<file path="src/hdh_defs.vh">
// Constants shared by the disk DMA handshake block.
`ifndef HDH_DEFS_VH
`define HDH_DEFS_VH
`define HDH_CLK_PERIOD_NS 20
`define HDH_ACK_MAX_NS    250
// Longest time rounds down to whole cycles.
`define HDH_ACK_MAX_CYC   (`HDH_ACK_MAX_NS / `HDH_CLK_PERIOD_NS)
`define HDH_RATE_BPS      1000000
`define HDH_BYTE_NS       (1000000000 / `HDH_RATE_BPS)
`define HDH_DATA_W        8
`define HDH_CNT_W         4
`define HDH_ACK_HOLD_CYC  4'h2
`define HDH_ST_IDLE       2'h0
`define HDH_ST_ACK        2'h1
`define HDH_ST_WAIT_LOW   2'h2
`endif

</file>
<file path="src/hdh_buf2.v">
// Two-entry buffer with valid and ready on both sides.
`timescale 1ns/1ps
`default_nettype none
`include "hdh_defs.vh"
module hdh_buf2
(
	input  wire                    clock,
	input  wire                    resetn,
	input  wire [`HDH_DATA_W-1:0]  in_data,
	input  wire                    in_valid,
	output wire                    in_ready,
	output wire [`HDH_DATA_W-1:0]  out_data,
	output wire                    out_valid,
	input  wire                    out_ready
);
	reg [`HDH_DATA_W-1:0] mem_q [0:1];
	reg                   wp_q;
	reg                   rp_q;
	reg [1:0]             cnt_q;
	reg                   inr_q;
	wire [1:0]            cnt_d;
	wire                  push;
	wire                  pop;

	// Handshakes on each side; full refuses input, empty hides output.
	assign in_ready  = inr_q;
	assign out_valid = (cnt_q != 2'h0);
	assign out_data  = mem_q[rp_q];
	assign push      = in_valid & in_ready;
	assign pop       = out_valid & out_ready;
	assign cnt_d     = cnt_q + {1'b0, push} - {1'b0, pop};

	// Pointer and fill count update.
	always @(posedge clock or negedge resetn)
	begin
		if (!resetn)
		begin
			wp_q  <= 1'b0;
			rp_q  <= 1'b0;
			cnt_q <= 2'h0;
			inr_q <= 1'b1;
		end
		else
		begin
			if (push)
				wp_q <= ~wp_q;
			if (pop)
				rp_q <= ~rp_q;
			cnt_q <= cnt_d;
			// Ready is kept in a flop so the input side never sees a combinational path.
			inr_q <= (cnt_d != 2'h2);
		end
	end

	// Storage is written without reset.
	always @(posedge clock)
	begin
		if (push)
			mem_q[wp_q] <= in_data;
	end
endmodule
`default_nettype wire

</file>
<file path="src/hdh_dma_handshake.v">
// Device-side request/acknowledge handshake to an off-board disk controller.
`timescale 1ns/1ps
`default_nettype none
`include "hdh_defs.vh"
module hdh_dma_handshake
(
	input  wire                    clock,
	input  wire                    resetn,
	// Host side: command byte writes and transfer direction.
	input  wire                    cmd_valid,
	input  wire [`HDH_DATA_W-1:0]  cmd_data,
	output reg                     cmd_ready,
	input  wire                    dir_in,
	// Memory controller side, outbound words toward the disk.
	input  wire [`HDH_DATA_W-1:0]  mem_out_data,
	input  wire                    mem_out_valid,
	output wire                    mem_out_ready,
	// Memory controller side, inbound words from the disk.
	output reg  [`HDH_DATA_W-1:0]  mem_in_data,
	output reg                     mem_in_valid,
	input  wire                    mem_in_ready,
	// Disk port pins.
	input  wire                    disk_port_request,
	output reg                     disk_port_select_n,
	output reg                     address_line_one,
	output reg                     ack_n,
	input  wire [`HDH_DATA_W-1:0]  port_data_i,
	output reg  [`HDH_DATA_W-1:0]  port_data_o,
	output reg                     port_data_oe
);
	reg                   req_s1_q;
	reg                   req_s2_q;
	reg                   req_s3_q;
	reg [1:0]             st_q;
	reg [1:0]             st_d;
	reg [`HDH_CNT_W-1:0]  cnt_q;
	reg                   cmd_q;
	reg [`HDH_DATA_W-1:0] rx_q;
	reg                   rx_v_q;
	wire                  req_rise;
	wire                  ib_in_ready;
	wire [`HDH_DATA_W-1:0] ib_data;
	wire                  ib_valid;
	wire                  ib_ready;
	wire                  ob_valid;
	wire [`HDH_DATA_W-1:0] ob_data;
	wire                  can_serve;
	wire                  start_xfer;
	reg [`HDH_DATA_W-1:0] dat_s1_q;
	reg [`HDH_DATA_W-1:0] dat_s2_q;

	// Sequencer states in binary.
	localparam [1:0] ST_IDLE     = `HDH_ST_IDLE;
	localparam [1:0] ST_ACK      = `HDH_ST_ACK;
	localparam [1:0] ST_WAIT_LOW = `HDH_ST_WAIT_LOW;

	// Idle decode, shared by the buffer pop, the command take and the start.
	function is_idle;
		input [1:0] st;
		begin
			is_idle = (st == ST_IDLE);
		end
	endfunction

	// The request pin passes three flip-flops, the data lines two.
	// The data settle with the request, so both copies agree at the rise.
	always @(posedge clock or negedge resetn)
	begin
		if (!resetn)
		begin
			req_s1_q <= 1'b0;
			req_s2_q <= 1'b0;
			req_s3_q <= 1'b0;
			dat_s1_q <= {`HDH_DATA_W{1'b0}};
			dat_s2_q <= {`HDH_DATA_W{1'b0}};
		end
		else
		begin
			req_s1_q <= disk_port_request;
			req_s2_q <= req_s1_q;
			req_s3_q <= req_s2_q;
			dat_s1_q <= port_data_i;
			dat_s2_q <= dat_s1_q;
		end
	end

	// A rising request from the controller starts every transfer.
	assign req_rise = req_s2_q & ~req_s3_q;

	// Outbound words from memory pass a two-entry buffer.
	hdh_buf2 u_obuf
	(
		.clock     (clock),
		.resetn    (resetn),
		.in_data   (mem_out_data),
		.in_valid  (mem_out_valid),
		.in_ready  (mem_out_ready),
		.out_data  (ob_data),
		.out_valid (ob_valid),
		.out_ready (is_idle(st_q) && req_rise && !cmd_q && !dir_in)
	);

	// Inbound bytes are buffered so a stalled memory side loses none.
	hdh_buf2 u_ibuf
	(
		.clock     (clock),
		.resetn    (resetn),
		.in_data   (rx_q),
		.in_valid  (rx_v_q),
		.in_ready  (ib_in_ready),
		.out_data  (ib_data),
		.out_valid (ib_valid),
		.out_ready (ib_ready)
	);
	assign ib_ready = ~mem_in_valid | mem_in_ready;

	// A request is served only when a byte or a free slot is at hand.
	assign can_serve = cmd_q ? 1'b1 : (dir_in ? ib_in_ready & ~rx_v_q : ob_valid);

	// A served request turns into an acknowledge on the next edge.
	assign start_xfer = is_idle(st_q) && (st_d == ST_ACK);

	// Handshake state: idle, acknowledge held, wait for request low.
	always @*
	begin
		st_d = st_q;
		case (st_q)
			ST_IDLE:
				if (req_rise && can_serve)
					st_d = ST_ACK;
			ST_ACK:
				if (cnt_q == `HDH_ACK_HOLD_CYC)
					st_d = ST_WAIT_LOW;
			ST_WAIT_LOW:
				if (!req_s2_q)
					st_d = ST_IDLE;
			default:
				st_d = ST_IDLE;
		endcase
	end

	// Sequencer, pins and data capture, all from flip-flops.
	always @(posedge clock or negedge resetn)
	begin
		if (!resetn)
		begin
			st_q               <= ST_IDLE;
			cnt_q              <= {`HDH_CNT_W{1'b0}};
			cmd_q              <= 1'b0;
			cmd_ready          <= 1'b0;
			disk_port_select_n <= 1'b1;
			address_line_one   <= 1'b0;
			ack_n              <= 1'b1;
			port_data_o        <= {`HDH_DATA_W{1'b0}};
			port_data_oe       <= 1'b0;
			rx_q               <= {`HDH_DATA_W{1'b0}};
			rx_v_q             <= 1'b0;
			mem_in_data        <= {`HDH_DATA_W{1'b0}};
			mem_in_valid       <= 1'b0;
		end
		else
		begin
			st_q      <= st_d;
			cmd_ready <= 1'b0;
			rx_v_q    <= 1'b0;
			if (st_q == ST_ACK)
				cnt_q <= cnt_q + 4'h1;
			else
				cnt_q <= {`HDH_CNT_W{1'b0}};
			// Accept a command byte when idle; it goes out under select.
			if (is_idle(st_q) && !cmd_q && cmd_valid && !req_rise)
			begin
				cmd_q              <= 1'b1;
				cmd_ready          <= 1'b1;
				port_data_o        <= cmd_data;
				port_data_oe       <= 1'b1;
				disk_port_select_n <= 1'b0;
				address_line_one   <= 1'b1;
			end
			if (start_xfer)
			begin
				// Acknowledge one cycle after the synchronised rise, under 250 ns.
				ack_n <= 1'b0;
				if (!cmd_q && !dir_in)
				begin
					port_data_o  <= ob_data;
					port_data_oe <= 1'b1;
				end
				if (!cmd_q && dir_in)
				begin
					rx_q   <= dat_s2_q;
					rx_v_q <= 1'b1;
				end
			end
			// Release after one byte, well inside the 1000 ns byte slot.
			if (st_q == ST_ACK && st_d == ST_WAIT_LOW)
			begin
				ack_n              <= 1'b1;
				port_data_oe       <= 1'b0;
				cmd_q              <= 1'b0;
				disk_port_select_n <= 1'b1;
				address_line_one   <= 1'b0;
			end
			// Inbound bytes are presented to the memory controller.
			if (ib_valid && ib_ready)
			begin
				mem_in_data  <= ib_data;
				mem_in_valid <= 1'b1;
			end
			else if (mem_in_ready)
				mem_in_valid <= 1'b0;
		end
	end
endmodule
`default_nettype wire

</file>
<file path="config.mk">
export PLATFORM = sky130hd
export DESIGN_NAME = hdh_dma_handshake
export DESIGN_NICKNAME = d
export VERILOG_FILES = /design/src/hdh_buf2.v /design/src/hdh_dma_handshake.v
export VERILOG_INCLUDE_DIRS = /design/src
export SDC_FILE = /design/constraint.sdc
export NUM_CORES = 1
export LEC_CHECK = 0
export ABC_AREA = 1
export BUFFER_PORTS_ARGS = -buffer_cell sky130_fd_sc_hd__clkbuf_2
export CAP_MARGIN = 20
export CORE_UTILIZATION = 41
export DETAILED_ROUTE_END_ITERATION = 12
export GPL_TIMING_DRIVEN = 0
export MAX_ROUTING_LAYER = met4
export PLACE_DENSITY = 0.71
export SYNTH_ARGS = -nofsm -noshare
export SYNTH_HDL_FRONTEND = slang
export SYNTH_SLANG_ARGS = --single-unit
</file>
<file path="constraint.sdc">
create_clock -name clock -period 2.2 [get_ports clock]
set_input_delay 0.33 -clock clock [delete_from_list [all_inputs] [get_ports clock]]
set_output_delay 0.33 -clock clock [all_outputs]
set_load 0.03 [all_outputs]
</file>
Word-level counts from Yosys, hierarchy flattened
Memories as Yosys holds them, arrays and structs flattened. A register that Yosys moved wholly into a read port is not among the register bits.
Cells that the tools add are included.
{ "totals": {"reg_bits": 58, "latch_bits": 0, "ramBits": 32, "rom_bits": 0, "input_bits": 31, "output_inout_bits": 23, "elab_cells": 104, "mem_count": 2} }
{ "memory_table": {"columns": ["memory", "words", "word_bits", "read_ports", "rd_clocked_by_memory_dff", "wr", "line", "source"], "rows": [
  ["u_ibuf.mem_q", 2, 8, 1, 1, 1, "hdh_buf2.v:16", "reg [`HDH_DATA_W-1:0] mem_q [0:1];"],
  ["u_obuf.mem_q", 2, 8, 1, 0, 1, "hdh_buf2.v:16", null]
]} }
{ "op_classes": {"addsub": 5, "mul": 0, "div_mod_pow": 0, "order_cmp": 0, "eq_ne": 7, "n_shift": 0, "mux": 29, "bitwise": 14, "reduce_logical": 23} }
{ "ops": {"columns": ["op", "n"], "rows": [
  ["$mux W8", 3],
  ["$mux W1", 21],
  ["$logic_and A1 B1 Y1", 12],
  ["$reduce_bool A2 Y1", 5],
  ["$not A1 Y1", 7],
  ["$and A1 B1 Y1", 6],
  ["$mux W2", 3],
  ["$pmux W2 S3", 1],
  ["$add A2 B1 Y2", 2],
  ["$add A4 B1 Y4 const B", 1],
  ["$eq A2 B1 Y1 const B", 2],
  ["$eq A2 B2 Y1 const B", 2],
  ["$eq A4 B2 Y1 const B", 1],
  ["$logic_not A1 Y1", 4],
  ["$mux W4", 1],
  ["$ne A2 B2 Y1 const B", 2],
  ["$sub A2 B1 Y2", 2],
  ["$logic_not A2 Y1", 1],
  ["$reduce_and A2 Y1", 1],
  ["$or A1 B1 Y1", 1]
]} }

Longest topological paths before layout
{ "depth": {"depth_word": 11, "ltp_mapped": 11, "depth_no_buf": 10} }

By module
A second synthesis with hierarchy kept.
{ "unflattened": {"hier_cells": 365, "hier_area_um2": 3903.7} }
{ "modules_own_cells": {"columns": ["module", "n_inst", "cells_per_inst", "area_each_um2", "seq_area_each_um2"], "rows": [
  ["hdh_dma_handshake", 1, 217, 2179.6, 1403.8],
  ["hdh_buf2", 2, 74, 862.1, 606.8]
]} }

Worst setup path after synthesis
OpenSTA, ideal clock, no wires.
{ "synth_timing": {"path_type": "reg2reg", "from": "register mem_in_valid", "to": "register u_ibuf.cnt_q[1]", "setup_time_ns": 0.113, "arrival_time_ns": 1.856, "required_time_ns": 2.087, "setup_slack_ns": 0.231, "stages_incl_launch_ff": 11, "n_path_buf": 1, "period_less_slack_ns": 1.969, "path_cell_list": "dfrtp_1 > nand2_1 > o21ai_4 > buf_4 > inv_1 > ha_1 > inv_1 > ha_1 > or2_2 > nand2_1 > inv_1"} }
{ "synth_via": {"elab_chain_cells": 4} }
{ "synth_rtl": {"columns": ["item", "line", "source"], "rows": [
  ["start, declared", "hdh_dma_handshake.v:20", "output reg mem_in_valid,"],
  ["start signal, assigned", "hdh_dma_handshake.v:159", "mem_in_valid <= 1'b0;"],
  ["start signal, assigned", "hdh_dma_handshake.v:208", "mem_in_valid <= 1'b1;"],
  ["start signal, assigned", "hdh_dma_handshake.v:211", "mem_in_valid <= 1'b0;"],
  ["$not A1 Y1", "hdh_dma_handshake.v:115", "assign ib_ready = ~mem_in_valid | mem_in_ready;"],
  ["$or A1 B1 Y1", "hdh_dma_handshake.v:115", null],
  ["$and A1 B1 Y1", "hdh_buf2.v:30", "assign pop = out_valid & out_ready;"],
  ["net u_ibuf.pop", "hdh_buf2.v:23", "wire pop;"],
  ["$sub A2 B1 Y2", "hdh_buf2.v:31", "assign cnt_d = cnt_q + {1'b0, push} - {1'b0, pop};"],
  ["net u_ibuf.cnt_d[1]", "hdh_buf2.v:21", "wire [1:0] cnt_d;"],
  ["end signal, assigned", "hdh_buf2.v:49", "cnt_q <= cnt_d;"],
  ["end, declared", "hdh_buf2.v:19", "reg [1:0] cnt_q;"]
]} }
The timed path passes the listed nets, and every way through them passes these cells.
A chain may end at the register's enable or synchronous reset.

Worst setup path in the final report
{ "layout_timing": {"from": "register u_ibuf.cnt_q[1]", "to": "register u_ibuf.cnt_q[1]"} }
{ "layout_via": {"elab_chain_cells": 3, "word_cells_on_any_way": 4, "cone_classes": "add/sub (2); bitwise (1); reduce/logical (1)"} }
{ "layout_rtl": {"columns": ["item", "line", "source"], "rows": [
  ["$reduce_bool A2 Y1", "hdh_buf2.v:27", "assign out_valid = (cnt_q != 2'h0);"],
  ["$and A1 B1 Y1", "hdh_buf2.v:30", null],
  ["net u_ibuf.pop", "hdh_buf2.v:23", null],
  ["$sub A2 B1 Y2", "hdh_buf2.v:31", null],
  ["net u_ibuf.cnt_d[1]", "hdh_buf2.v:21", null]
]} }
The timed path passes the listed nets, and every way through them passes these cells.

==> summary.txt <==
outcome: finished, final reports clean
Die Area: 9770 um2
post-synthesis cell count: 325
Clk pin slew, worst setup/hold paths: 0.10 ns
Setup Viol. Count Final: 0
pwr/cell area: 1300 nW/um2
Final Slew Violations: 0
CTS resizes: 0
vias in the first global route: 2,318
I/O pins: 54
n_diodes: 0
Worst Path Required: 2.46 ns
DR vias/cell: 4.68
DRC: 0
CP Depth: 9
FF-to-FF path depth: 9
Worst IR Drop VDD: 0.000709 V
slew of the pin with the lowest slew margin: 0.882 ns
largest net degree at the start of global routing: 67
Die Wd: 98.8 um
Worst setup SP type: register
clock buffer depth: 2
Pleak: 0.00215 uW
number of flops mapped to enable cells by yosys: 32
Vias: 2,351
flop-to-flop setup slack: 0.21 ns
MaxCap Viol Count: 0
routed len/inst: 11.9 um
Remaining Overflow, GRT: 0
final worst path period need: 1.99 ns
antenna violation net count after detailed routing: 0
CTS Root Cell: clkbuf_8
gr usage total: 14.4%
worst path arrival time: 2.25 ns
max frequency: 0.504 GHz
Crit Path Max Fanout: 10
RSZ-0062 raised after global routing: no
post-DP HPWL: 4240 um
first-pass GRT wire length: 10,600 um
Synth Warn #: 0
CTS Hold Bufs: 0
CP Buf/Inv Count: 4
CP max stage cell: dfrtp_1
Initial Util: 43.2%
worst rel slew slack: 41.2%
CP max stage delay: 0.43 ns
most frequent CP cell: inv_1
Syn-to-layout area delta: 15.8%
kind of critical path: register to register
hold crit path type: input port to register
Cell variety after synth: 33
Worst Skew: 0.0143 ns
post-CTS setup buffers: 0
cts bufs inserted: 9
synthesized area: 3840 um2
layout cells sized above 1: 25.6%
Final Hold Viols: 0
Final Cycle Share: 90.3%
Most used DFF post-synth: dfrtp_1
IO Port Bufs: 53
Yosys reg bits: 98
CTS tree: built
CP endpoint kind: register
TNS Setup: 0 ns
initial antenna violation count: 0
CTS sink count: 98
hold depth: 1
Rows: 34
Worst-Skew Late Latency: 0.36 ns
Hold Slack: 0.0785 ns
Crit path max-delay family: adder cells
core area: 8890 um2
Synth async-reset ratio: 67.3%
Seq/Total Area, Yosys: 68.1%
Initial DRC Count: 109
drt total wl: 5990 um
gpl congestion: 0.799
Die Y: 98.8 um
crit-path cells: o21ai_4 -> buf_4 -> inv_1 -> ha_1 -> inv_1 -> ha_1 -> or2_2 -> nand2_1 -> inv_1
NumNets Final: 426
Mean Syn Cell Area: 11.8 um2
syn_nets: 362
Pre-Repair DR Iteration Count: 4
CTS H-Tree Depth: 3
==> worst paths after layout <==
| check | end | from |
|---|---|---|
| worst max-delay path | u_ibuf.cnt_q[1]$_DFF_PN0_ | u_ibuf.cnt_q[1]$_DFF_PN0_ |
| worst min-delay path | dat_s1_q[0]$_DFF_PN0_ | port_data_i[0] |
| worst max register to register | u_ibuf.cnt_q[1]$_DFF_PN0_ | u_ibuf.cnt_q[1]$_DFF_PN0_ |
| worst min register to register | dat_s2_q[4]$_DFF_PN0_ | dat_s1_q[4]$_DFF_PN0_ |
| max in group asynchronous | port_data_o[6]$_DFF_PN0_ | resetn |
| min in group asynchronous | dat_s1_q[5]$_DFF_PN0_ | resetn |
==> cells in the mapped netlist (2+ instances only) <==
| library cell | instances | area, um2 |
|---|---|---|
| nor2_1 | 25 | 93.8 |
| nor2_2 | 2 | 12.5 |
| buf_2 | 2 | 10.0 |
| edfxtp_1 | 32 | 961 |
| nand4_1 | 16 | 100 |
| nand3_4 | 3 | 52.6 |
| ha_1 | 6 | 75.1 |
| nand2_4 | 2 | 22.5 |
| dfrtp_1 | 62 | 1550 |
| dfstp_2 | 4 | 105 |
| xnor2_1 | 3 | 26.3 |
| o21ai_1 | 3 | 15.0 |
| o31ai_1 | 8 | 60.1 |
| nor2_8 | 2 | 40.0 |
| inv_2 | 5 | 18.8 |
| or2_2 | 2 | 12.5 |
| nand2_1 | 104 | 390 |
| buf_6 | 2 | 22.5 |
| inv_1 | 21 | 78.8 |
| nand3_1 | 4 | 20.0 |
| xor2_1 | 5 | 43.8 |
==> per-stage QoR <==
stage	cells	setup WS (ns)	util, %	instance area, um2	total power, uW
6_report	502	0.214	50.1	4450	5800
5_1_grt	502	0.0843	50.1	4450	6250
3_3_place_gp	486	0.246	47.7	4240	4660
4_1_cts	502	0.203	50.1	4450	5870
3_5_place_dp	486	0.221	47.8	4250	4730
2_1_floorplan	325	0.231	-	3840	4200
==> routing by layer <==
layer | global-route usage (%) | share of wire [%] | wire length [um] | up-vias
met2 | 22.9 | 50 | 2970 | 60
met5 | - | 0 | 0 | -
met4 | 5.51 | 2.1 | 126 | 0
li1 | - | - | - | 1184
met3 | 4.04 | 3.8 | 225 | 11
met1 | 17.5 | 45 | 2670 | 1096
==> kinds of logic (layout without fill, tap and decap cells) <==
kind of cell / after synthesis / count (layout) / share of synthesized area (%)
compound gates: 13 / 13 / 2.57
buf+inv: 34 / 103 / 4.30
flops: 98 / 98 / 68.1
fa+ha+maj: 6 / 6 / 1.95
xor+xnor: 9 / 9 / 2.25
simple gates: 165 / 165 / 20.8
==> cell type report <==
| class | count | area (um2) |
|---|---|---|
| plain buffers | 6 | 55.1 |
| clock buffers | 9 | 124 |
| clock inverters | 7 | 81.3 |
| fillers | 763 | 4440 |
| inverters | 28 | 110 |
| multi-input cells | 193 | 1060 |
| flip-flops and latches | 98 | 2620 |
| well taps | 108 | 135 |
| repair buffers | 53 | 268 |
==> registers in the layout, summed over array words and instances (netlist names), 2 cells and up <==
name / cells
u_ibuf.mem_q: 16
u_ibuf.cnt_q: 2
dat_s1_q: 8
u_obuf.mem_q: 16
port_data_o: 8
rx_q: 8
dat_s2_q: 8
cnt_q: 4
mem_in_data: 8
u_obuf.cnt_q: 2
st_q: 2
==> placed cells by master (no fill, tap or decap) <==
master	instances
clkinv_4	3
nand2_1	104
buf_8	1
xor2_1	5
or2_2	2
clkbuf_8	9
inv_2	5
dfrtp_1	62
nor4_1	1
dfstp_2	4
nand3_2	1
clkinv_8	2
inv_8	2
nand3_4	3
nor2_4	1
o21ai_1	3
nor2_2	2
o31ai_1	8
buf_2	2
edfxtp_1	32
ha_1	6
inv_1	21
nand3b_1	1
nand4_1	16
buf_6	2
nor2_8	2
o21ai_4	1
clkinv_1	1
inv_6	1
clkbuf_2	52
buf_4	1
o21a_1	1
nand3_1	4
nand4_4	1
xnor2_1	3
nor2_1	25
clkbuf_4	1
nand2_4	2
xor2_2	1
==> report_power, final <==
part / internal [uW] / switching [uW] / leakage [uW]
clock network: 452 / 679 / 0.000103
registers: 2410 / 261 / 0.00109
logic: 652 / 1350 / 0.000950
Power figures use the tool's default switching activity.
